<file path="src/logic/maf_map.svh">
// Purpose: register offsets, field positions and reset values of the forwarding block
// Assumes: byte addresses on an 8-bit APB address, one 32-bit word per register
// Notes: definitions only
`ifndef MAF_MAP_SVH
`define MAF_MAP_SVH

// widths of port ids and port masks carried in the structs
`define MAF_PORT_W      4
`define MAF_MASK_W      16
`define MAF_PORT_NONE   4'hF

// register byte addresses
`define MAF_A_MIRROR    8'h00
`define MAF_A_MODES     8'h04
`define MAF_A_HASHEN    8'h08
`define MAF_A_STPFWD    8'h0C
`define MAF_A_GRPSTP    8'h10
`define MAF_A_FRAMES    8'h14
`define MAF_A_COPIES    8'h18
`define MAF_A_LINK      8'h1C
`define MAF_A_GRP0      8'h20
`define MAF_GRP_SEL     3'h1

// hash contributor enable bits
`define MAF_H_SMAC      0
`define MAF_H_DMAC      1
`define MAF_H_SIP       2
`define MAF_H_DIP       3
`define MAF_H_L4        4

// group config word: members in the low bits, active limit above
`define MAF_G_LIM_LSB   16

// reset values
`define MAF_R_MIRROR    4'hF
`define MAF_R_HASHEN    5'h1F
`define MAF_R_LIM       4'h0
`endif

</file>
<file path="src/logic/maf_pkg.sv">
// Purpose: types shared by the forwarding block and its neighbours
// Assumes: port ids of four bits, masks of sixteen bits
// Notes: types only, constants live in maf_map.svh
package maf_pkg;
	// per-port copy setting, bit 0 copies received, bit 1 copies transmitted
	typedef enum logic [1:0]
	{
		MAF_MODE_OFF  = 2'h0,
		MAF_MODE_RX   = 2'h1,
		MAF_MODE_TX   = 2'h2,
		MAF_MODE_BOTH = 2'h3
	} maf_mode_t;

	// frame descriptor handed over by the lookup stage
	typedef struct packed
	{
		logic [3:0]  srcPort;
		logic [3:0]  dstId;
		logic        dstIsGroup;
		logic        isIpv4;
		logic        isL4;
		logic [47:0] srcMac;
		logic [47:0] dstMac;
		logic [31:0] srcIp;
		logic [31:0] dstIp;
		logic [15:0] srcL4;
		logic [15:0] dstL4;
	} maf_desc_t;

	// forwarding decision for one frame
	typedef struct packed
	{
		logic [15:0] mask;
		logic [3:0]  srcPort;
		logic [3:0]  member;
		logic        toGroup;
		logic        mirrored;
	} maf_dec_t;
endpackage

</file>
<file path="src/logic/maf_fifo.sv">
// Purpose: small descriptor queue with valid/ready on both sides
// Assumes: one clock, synchronous active-high reset
// Notes: full and empty are registered so ready comes from a flop
`timescale 1ns/1ns
module maf_fifo
#(
	parameter int WIDTH = 8,
	parameter int DEPTH = 8
)
(
	input  wire logic             clk,
	input  wire logic             sys_rst,
	input  wire logic [WIDTH-1:0] inData,
	input  wire logic             inValid,
	output logic                  inReady,
	output logic      [WIDTH-1:0] outData,
	output logic                  outValid,
	input  wire logic             outReady
);
	localparam int AW = (DEPTH > 1) ? $clog2(DEPTH) : 1;
	// pointer wrap relies on a power-of-two depth
	if (DEPTH < 2 || (DEPTH & (DEPTH - 1)) != 0)
		$error("maf_fifo: DEPTH must be a power of two of at least 2");

	logic [WIDTH-1:0] mem [DEPTH];
	logic [AW-1:0]    wrPtr_reg, wrPtr_next;
	logic [AW-1:0]    rdPtr_reg, rdPtr_next;
	logic [AW:0]      count_reg, count_next;
	logic             full_reg, full_next;
	logic             empty_reg, empty_next;
	logic             push;
	logic             pop;

	// handshakes and pointer arithmetic
	always_comb
	begin
		push       = inValid && !full_reg;
		pop        = outReady && !empty_reg;
		wrPtr_next = push ? wrPtr_reg + 1'b1 : wrPtr_reg;
		rdPtr_next = pop ? rdPtr_reg + 1'b1 : rdPtr_reg;
		count_next = count_reg + (AW+1)'(push) - (AW+1)'(pop);
		full_next  = count_next == (AW+1)'(DEPTH);
		empty_next = count_next == '0;
	end

	always_ff @(posedge clk)
	begin
		if (sys_rst)
		begin
			wrPtr_reg <= '0;
			rdPtr_reg <= '0;
			count_reg <= '0;
			full_reg  <= 1'b0;
			empty_reg <= 1'b1;
		end
		else
		begin
			wrPtr_reg <= wrPtr_next;
			rdPtr_reg <= rdPtr_next;
			count_reg <= count_next;
			full_reg  <= full_next;
			empty_reg <= empty_next;
		end
	end

	// storage needs no reset, empty guards the stale words
	always_ff @(posedge clk)
	begin
		if (push)
			mem[wrPtr_reg] <= inData;
	end

	assign inReady  = !full_reg;
	assign outValid = !empty_reg;
	assign outData  = mem[rdPtr_reg];
endmodule

</file>
<file path="src/logic/maf_forward.sv">
// Purpose: mirror copying and aggregated-group member choice for each frame
// Assumes: descriptors come from logic on clk; link status comes from pins
// Notes: one decision per cycle, held at the output until taken
// Functional notes
// - rx-only source copies arriving frames to the mirror port, never leaving ones.
// - tx-only source copies leaving frames to the mirror port, never arriving ones.
// - both-direction source copies arriving and leaving frames to the mirror port.
// - source with copying off has nothing duplicated toward the mirror port.
// - one mirror destination for all sources; setting it off stops copying.
// - mirror port sends each frame once; its own mode is off or rx only.
// - aggregated group acts as one logical port with ordinary port attributes.
// - group member picked by flow hash, so one flow keeps one member.
// - hash may use both MACs, both IPv4 addresses, L4 ports; each enabled alone.
// - each aggregated group holds up to ten member ports.
// - up to five aggregated groups of gigabit ports.
// - members beyond the active limit wait in standby and replace failed ones.
// - spanning-tree state applies to all members of a group as one unit.
`timescale 1ns/1ns
`include "maf_map.svh"
module maf_forward
#(
	parameter int NUM_PORTS  = 10,
	parameter int NUM_GROUPS = 5,
	parameter int FIFO_DEPTH = 8
)
(
	input  wire logic                 clk,
	input  wire logic                 sys_rst,
	input  wire logic                 psel,
	input  wire logic                 penable,
	input  wire logic                 pwrite,
	input  wire logic [7:0]           paddr,
	input  wire logic [31:0]          pwdata,
	output logic      [31:0]          prdata,
	output logic                      pready,
	output logic                      pslverr,
	input  wire logic [NUM_PORTS-1:0] linkUpPin,
	input  maf_pkg::maf_desc_t        inDesc,
	input  wire logic                 inValid,
	output logic                      inReady,
	output maf_pkg::maf_dec_t         outDec,
	output logic                      outValid,
	input  wire logic                 outReady
);
	import maf_pkg::*;
	localparam int PW = `MAF_PORT_W;
	// ids are four bits and the code 15 means no port
	if (NUM_PORTS < 2 || NUM_PORTS > 15)
		$error("maf_forward: NUM_PORTS must lie in 2..15");
	if (NUM_GROUPS < 1 || NUM_GROUPS > 8)
		$error("maf_forward: NUM_GROUPS must lie in 1..8");

	logic [PW-1:0]          mirrorDst_reg, mirrorDst_next;
	logic [2*NUM_PORTS-1:0] portMode_reg, portMode_next;
	logic [4:0]             hashEn_reg, hashEn_next;
	logic [NUM_PORTS-1:0]   stpFwd_reg, stpFwd_next;
	logic [NUM_GROUPS-1:0]  grpStp_reg, grpStp_next;
	logic [NUM_PORTS-1:0]   grpMem_reg [NUM_GROUPS];
	logic [NUM_PORTS-1:0]   grpMem_next [NUM_GROUPS];
	logic [3:0]             grpLim_reg [NUM_GROUPS];
	logic [3:0]             grpLim_next [NUM_GROUPS];
	logic [15:0]            frames_reg, frames_next;
	logic [15:0]            copies_reg, copies_next;
	logic [31:0]            prdata_reg, prdata_next;
	logic                   pready_reg, pready_next;
	logic                   pslverr_reg, pslverr_next;
	logic [NUM_PORTS-1:0]   linkMeta_reg;
	logic [NUM_PORTS-1:0]   linkUp_reg;
	maf_dec_t               outDec_reg, outDec_next;
	logic                   outValid_reg, outValid_next;
	maf_desc_t              desc;
	logic                   descValid;
	logic                   fire;
	logic [7:0]             hash;
	logic [NUM_PORTS-1:0]   active;
	logic [3:0]             grpCount;
	logic [3:0]             memberIdx;
	logic [PW-1:0]          memberId;
	logic                   grpHit;
	logic [NUM_PORTS-1:0]   egMask;
	logic [PW-1:0]          egPort;
	logic                   egAny;
	logic                   mirOn;
	maf_mode_t              srcMode;
	maf_mode_t              egMode;
	logic                   rxCopy;
	logic                   txCopy;
	logic [2:0]             grpSel;
	logic                   isGrp;

	// copy setting of one port, ports outside the range read as off
	function automatic maf_mode_t modeOf(input logic [2*NUM_PORTS-1:0] m, input logic [PW-1:0] p);
		modeOf = MAF_MODE_OFF;
		if (p < PW'(NUM_PORTS))
			modeOf = maf_mode_t'(m[2*p +: 2]);
	endfunction

	// xor fold of a wide field into one hash byte
	function automatic logic [7:0] fold(input logic [47:0] v);
		fold = v[7:0] ^ v[15:8] ^ v[23:16] ^ v[31:24] ^ v[39:32] ^ v[47:40];
	endfunction

	// position of the n-th set bit, counting from bit 0
	function automatic logic [PW-1:0] nthSet(input logic [NUM_PORTS-1:0] m, input logic [3:0] n);
		logic [3:0] seen;
		seen   = 4'h0;
		nthSet = '0;
		for (int i = 0; i < NUM_PORTS; i++)
		begin
			if (m[i])
			begin
				if (seen == n)
					nthSet = PW'(i);
				seen = seen + 4'h1;
			end
		end
	endfunction

	// address decode shared by read mux and write path
	function automatic logic addrOk(input logic [7:0] a);
		addrOk = (a[1:0] == 2'h0) && (a < `MAF_A_GRP0 ||
			(a[7:5] == `MAF_GRP_SEL && 32'(a[4:2]) < NUM_GROUPS));
	endfunction

	// link status from pins, first flop feeds only the second
	always_ff @(posedge clk)
	begin
		if (sys_rst)
		begin
			linkMeta_reg <= '0;
			linkUp_reg   <= '0;
		end
		else
		begin
			linkMeta_reg <= linkUpPin;
			linkUp_reg   <= linkMeta_reg;
		end
	end

	// queue absorbs bursts while the consumer stalls the output
	maf_fifo #(.WIDTH($bits(maf_desc_t)), .DEPTH(FIFO_DEPTH)) descQueue
	(
		.clk      (clk),
		.sys_rst  (sys_rst),
		.inData   (inDesc),
		.inValid  (inValid),
		.inReady  (inReady),
		.outData  (desc),
		.outValid (descValid),
		.outReady (fire)
	);

	// flow hash over the enabled contributors only
	always_comb
	begin
		hash = 8'h00;
		if (hashEn_reg[`MAF_H_SMAC])
			hash = hash ^ fold(desc.srcMac);
		if (hashEn_reg[`MAF_H_DMAC])
			hash = hash ^ fold(desc.dstMac);
		if (hashEn_reg[`MAF_H_SIP] && desc.isIpv4)
			hash = hash ^ fold({16'h0000, desc.srcIp});
		if (hashEn_reg[`MAF_H_DIP] && desc.isIpv4)
			hash = hash ^ fold({16'h0000, desc.dstIp});
		if (hashEn_reg[`MAF_H_L4] && desc.isIpv4 && desc.isL4)
			hash = hash ^ fold({16'h0000, desc.srcL4, desc.dstL4});
	end

	// member choice: first up members up to the limit, rest stand by
	always_comb
	begin
		grpSel   = desc.dstId[2:0];
		isGrp    = desc.dstIsGroup && desc.dstId < PW'(NUM_GROUPS);
		active   = '0;
		grpCount = 4'h0;
		if (isGrp)
		begin
			for (int i = 0; i < NUM_PORTS; i++)
			begin
				if (grpMem_reg[grpSel][i] && linkUp_reg[i] &&
					(grpLim_reg[grpSel] == 4'h0 || grpCount < grpLim_reg[grpSel]))
				begin
					active[i] = 1'b1;
					grpCount  = grpCount + 4'h1;
				end
			end
		end
		grpHit    = isGrp && grpCount != 4'h0 && grpStp_reg[grpSel];
		memberIdx = grpCount == 4'h0 ? 4'h0 : 4'(hash % {4'h0, grpCount});
		memberId  = nthSet(active, memberIdx);
	end

	// egress port and mirror copies
	always_comb
	begin
		egMask = '0;
		egPort = `MAF_PORT_NONE;
		if (grpHit)
			egPort = memberId;
		else if (!desc.dstIsGroup && desc.dstId < PW'(NUM_PORTS) && stpFwd_reg[desc.dstId])
			egPort = desc.dstId;
		egAny = egPort != `MAF_PORT_NONE;
		if (egAny)
			egMask[egPort] = 1'b1;
		mirOn   = mirrorDst_reg < PW'(NUM_PORTS);
		srcMode = modeOf(portMode_reg, desc.srcPort);
		egMode  = modeOf(portMode_reg, egPort);
		rxCopy  = mirOn && srcMode[0];
		// a frame leaving on the mirror port is not sent there twice
		txCopy  = mirOn && egAny && egPort != mirrorDst_reg && egMode[1];
		if (rxCopy || txCopy)
			egMask[mirrorDst_reg] = 1'b1;
	end

	// output stage holds a decision until the consumer takes it
	always_comb
	begin
		fire          = descValid && (!outValid_reg || outReady);
		outValid_next = fire || (outValid_reg && !outReady);
		outDec_next   = outDec_reg;
		if (fire)
		begin
			outDec_next.mask     = `MAF_MASK_W'(egMask);
			outDec_next.srcPort  = desc.srcPort;
			outDec_next.member   = grpHit ? memberId : `MAF_PORT_NONE;
			outDec_next.toGroup  = desc.dstIsGroup;
			outDec_next.mirrored = rxCopy || txCopy;
		end
	end

	// apb slave: answer in the first access cycle, writes land on it
	always_comb
	begin
		pready_next    = psel && !penable;
		pslverr_next   = psel && !penable && !addrOk(paddr);
		prdata_next    = 32'h0000_0000;
		mirrorDst_next = mirrorDst_reg;
		portMode_next  = portMode_reg;
		hashEn_next    = hashEn_reg;
		stpFwd_next    = stpFwd_reg;
		grpStp_next    = grpStp_reg;
		grpMem_next    = grpMem_reg;
		grpLim_next    = grpLim_reg;
		frames_next    = fire ? frames_reg + 16'h0001 : frames_reg;
		copies_next    = (fire && (rxCopy || txCopy)) ? copies_reg + 16'h0001 : copies_reg;
		if (psel && !penable)
		begin
			case (paddr)
				`MAF_A_MIRROR: prdata_next = 32'(mirrorDst_reg);
				`MAF_A_MODES:  prdata_next = 32'(portMode_reg);
				`MAF_A_HASHEN: prdata_next = 32'(hashEn_reg);
				`MAF_A_STPFWD: prdata_next = 32'(stpFwd_reg);
				`MAF_A_GRPSTP: prdata_next = 32'(grpStp_reg);
				`MAF_A_FRAMES: prdata_next = 32'(frames_reg);
				`MAF_A_COPIES: prdata_next = 32'(copies_reg);
				`MAF_A_LINK:   prdata_next = 32'(linkUp_reg);
				default:
				begin
					if (addrOk(paddr) && paddr >= `MAF_A_GRP0)
						prdata_next = (32'(grpLim_reg[paddr[4:2]]) << `MAF_G_LIM_LSB)
							| 32'(grpMem_reg[paddr[4:2]]);
				end
			endcase
		end
		if (psel && penable && pready_reg && pwrite && !pslverr_reg)
		begin
			case (paddr)
				`MAF_A_MIRROR: mirrorDst_next = pwdata[PW-1:0];
				`MAF_A_MODES:  portMode_next  = pwdata[2*NUM_PORTS-1:0];
				`MAF_A_HASHEN: hashEn_next    = pwdata[4:0];
				`MAF_A_STPFWD: stpFwd_next    = pwdata[NUM_PORTS-1:0];
				`MAF_A_GRPSTP: grpStp_next    = pwdata[NUM_GROUPS-1:0];
				default:
				begin
					if (paddr >= `MAF_A_GRP0)
					begin
						grpMem_next[paddr[4:2]] = pwdata[NUM_PORTS-1:0];
						grpLim_next[paddr[4:2]] = pwdata[`MAF_G_LIM_LSB +: 4];
					end
				end
			endcase
		end
		// the mirror port can never hold transmit copying
		if (mirrorDst_next < PW'(NUM_PORTS))
			portMode_next[2*mirrorDst_next+1] = 1'b0;
	end

	always_ff @(posedge clk)
	begin
		if (sys_rst)
		begin
			mirrorDst_reg <= `MAF_R_MIRROR;
			portMode_reg  <= '0;
			hashEn_reg    <= `MAF_R_HASHEN;
			stpFwd_reg    <= '1;
			grpStp_reg    <= '1;
			for (int g = 0; g < NUM_GROUPS; g++)
			begin
				grpMem_reg[g] <= '0;
				grpLim_reg[g] <= `MAF_R_LIM;
			end
			frames_reg    <= 16'h0000;
			copies_reg    <= 16'h0000;
			prdata_reg    <= 32'h0000_0000;
			pready_reg    <= 1'b0;
			pslverr_reg   <= 1'b0;
			outDec_reg    <= '0;
			outValid_reg  <= 1'b0;
		end
		else
		begin
			mirrorDst_reg <= mirrorDst_next;
			portMode_reg  <= portMode_next;
			hashEn_reg    <= hashEn_next;
			stpFwd_reg    <= stpFwd_next;
			grpStp_reg    <= grpStp_next;
			grpMem_reg    <= grpMem_next;
			grpLim_reg    <= grpLim_next;
			frames_reg    <= frames_next;
			copies_reg    <= copies_next;
			prdata_reg    <= prdata_next;
			pready_reg    <= pready_next;
			pslverr_reg   <= pslverr_next;
			outDec_reg    <= outDec_next;
			outValid_reg  <= outValid_next;
		end
	end

	assign prdata   = prdata_reg;
	assign pready   = pready_reg;
	assign pslverr  = pslverr_reg;
	assign outDec   = outDec_reg;
	assign outValid = outValid_reg;
endmodule

</file>
<file path="config.mk">
export PLATFORM = sky130hd
export DESIGN_NAME = maf_forward
export DESIGN_NICKNAME = d
export VERILOG_FILES = /design/src/logic/maf_pkg.sv /design/src/logic/maf_fifo.sv /design/src/logic/maf_forward.sv
export VERILOG_INCLUDE_DIRS = /design/src /design/src/logic
export SDC_FILE = /design/constraint.sdc
export NUM_CORES = 2
export LEC_CHECK = 0
export ABC_AREA = 1
export ABC_CLOCK_PERIOD_IN_PS = 39100
export BUFFER_PORTS_ARGS = -buffer_cell sky130_fd_sc_hd__buf_2
export CORE_AREA = 2 2 349 351
export DETAILED_ROUTE_END_ITERATION = 8
export DIE_AREA = 0 0 351 353
export PLACE_DENSITY = 0.84
export RECOVER_POWER = 100
export SETUP_SLACK_MARGIN = 0.2
export SKIP_LAST_GASP = 1
export SLEW_MARGIN = 20
export SYNTH_ARGS = -nofsm -noshare
export SYNTH_HDL_FRONTEND = slang
export SYNTH_SLANG_ARGS = --single-unit
</file>
<file path="constraint.sdc">
create_clock -name clk -period 39.1 [get_ports clk]
set_input_delay 1.955 -clock clk [delete_from_list [all_inputs] [get_ports clk]]
set_output_delay 1.955 -clock clk [all_outputs]
set_load 0.1 [all_outputs]
</file>
==> metrics <==
outcome complete, but fails checks; violated checks max-capacitance violations, max-slew violations; fill count 7711; IO Port Bufs ~290; Fmax approximately 31 MHz; RSZ-0062 raised after global routing false; Die X around 350 µm; DR vias about 56000; Post-DP HPWL 110 mm; Synth Register Bits roughly 1800; Final Hold Vio Count 0; worst hold path depth 2; most common cell after layout, fill and taps aside edfxtp_1; CP dominant cell by count nand2_1; Yosys warning total 0; post-synthesis sequential area ratio between 60% and 70%; Mapped Cells 7027; Worst-path clk slew ~0.060 ns; Post-synth EDFFs approximately 1600; die height 353 µm; cts hold-fix bufs 0; fin crit share 81.3%; Placement Rows 128; GP Congestion 0.952; Rel. slew slack -517%; Num Clock Sinks roughly 1800; CP required 39.65 ns; Slew @ Worst Pin roughly 9.2 ns; Final Net Count between 7000 and 8000; CP Depth between 150 and 200; worst path bufs/invs 27; Final setup violation count 0; area leader, netlist edfxtp_1; CORE AREA about 120000 µm²; Post-route DRC 0; CP startpoint kind flop; post_cts resized 0; delay-heaviest family, CP simple AND/OR/NAND/NOR gates; Final min period roughly 32 ns; CP arrival between 30 and 40 ns; Post-synth ARST share 0%; Root Buffer clkbuf_16; most frequent cells in the layout edfxtp_1, nand2_1, nor2_1; DR vias/cell 6.18; setup TNS 0 ns; dominant cells by area after synthesis edfxtp_1, nand2_1, dfxtp_1; CP max-delay cell clkbuf_1; Slew Limit Fails 2019; CTS tree yes; Setup Skew 0.0351 ns; TritonCTS Buffers about 180; vias in the first global route 53376; first-pass GRT wire length slightly above 300 mm; crit path max fanout between 70 and 80; clk_lat worst skew about 0.83 ns; H-tree Lvls 4; Detail Route Antenna Nets 0; CP Capture Type flop; Crit Path Class reg -> reg; largest net degree at the start of global routing between 200 and 300; IO Count ~320; layout cells sized above 1 approximately 6%; DRT Pass-1 Iters 6; synth-to-layout area growth 10.1%; Wirelength per Cell between 20 and 25 µm; synthesized area 78700 µm²; Setup Buffers After CTS 0; Max-Cap Viols 32; post-synth top area share 62.0%; initial antenna violation count 47; GR Overflow Total 0; worst-case clock buffer depth 3; Initial Util roughly two thirds; Syn Area/Cell 11.2 µm²; number of DRC markers in iteration 0 7658; Reg2Reg Depth about 180; max reg flops 1624; HP Class reg -> reg; Post-Route WL a little under 200 mm; distinct cell type count after synthesis 63; GRT Total Usage a little under a third; DIE AREA around 120000 µm²; CP peak stage delay between 2 and 2.5 ns; Primary FF master, synth edfxtp_1
-- path summary, 6_finish.rpt --
check	startpoint	endpoint	slack [ns]
worst min-delay path	linkMeta_reg[8]$_SDFF_PP0_	linkUp_reg[8]$_SDFF_PP0_	0.41
worst max register to register	flop	copies_reg[10]$_SDFFE_PP0P_	7.32
worst min register to register	linkMeta_reg[8]$_SDFF_PP0_	linkUp_reg[8]$_SDFF_PP0_	0.41
worst max-delay path	flop	copies_reg[10]$_SDFFE_PP0P_	7.32
-- final cells by class --
| class | instances | area [µm²] | area share [%] |
|---|---|---|---|
| sequential | 1848 | 53300 | 61.5 |
| multi-input combinational | 4388 | 22400 | 25.8 |
| clock buffer | 218 | 4680 | 5.40 |
| tap | 1625 | 2030 | 2.35 |
| timing repair buffer | 366 | 1620 | 1.87 |
| inverter | 405 | 1540 | 1.78 |
| clock inverter | 107 | 1050 | 1.21 |
| antenna | 30 | 75.1 | 0.0866 |
-- cells in the mapped netlist (5+ instances only) --
master / number
a2111oi_0: 14
a21boi_0: 6
a21oi_1: 445
a221oi_1: 28
a22oi_1: 9
a31oi_1: 73
a32o_1: 15
a32oi_1: 91
buf_1: 68
buf_2: 6
buf_4: 20
buf_6: 5
clkbuf_1: 305
clkinv_1: 8
dfxtp_1: 224
edfxtp_1: 1624
ha_1: 73
inv_1: 381
inv_2: 16
nand2_1: 1254
nand2_2: 23
nand2_4: 9
nand3_1: 412
nand3_2: 7
nand3_4: 6
nand4_1: 26
nor2_1: 767
nor3_1: 23
nor4_1: 15
o211ai_1: 23
o21a_1: 6
o21ai_0: 590
o21ai_1: 11
o221ai_1: 38
o22ai_1: 121
or2_2: 12
xnor2_1: 88
xor2_1: 140
-- cells by family (layout without fill, tap and decap cells) --
kind of cell / count (synthesis) / in the layout / synth area share, %
simple gates: 2563 / 2563 / 13.4
flops: 1848 / 1848 / 67.7
compound gates: 1499 / 1499 / 11.0
buf+inv: 809 / 1096 / 4.01
xor+xnor: 229 / 229 / 2.56
fa+ha+maj: 75 / 75 / 1.21
mux: 3 / 3 / 0.0398
other cells: 1 / 49 / 0.00477
-- worst reg2reg max path, delay by kind of cell (launching register included) --
family / cells / cell delay (ns)
AO/OA/AOI/OAI: 26 / 5.04
flip-flops: 1 / 0.79
XOR/XNOR: 4 / 1.10
adder cells (fa/ha/maj): 17 / 5.10
buffers and inverters: 27 / 6.95
AND/OR/NAND/NOR: 104 / 12.56
-- per-stage QoR --
stage	instances	hold WS, ns	setup WS (ns)	instance area, µm²	utilization (%)
after floorplan	7045	0.388	17.80	78700	-
after global placement	8632	0.402	12.57	81400	67.5
after detailed placement	8632	0.399	11.94	81400	67.5
after CTS	8957	0.411	11.75	87100	72.2
after global routing	8977	0.429	4.33	86600	71.8
final	8987	0.409	7.32	86600	71.8
-- metal layers --
layer,wire [µm],vias up,track usage (%)
met5,345,-,0
met4,8250,44,14.5
met3,21300,533,7.34
met2,95600,3293,51.1
met1,73200,26465,41.4
li1,-,25234,-
Power is not shown: default switching activity piles up to over one toggle a cycle in this logic, so the estimate is an artifact.
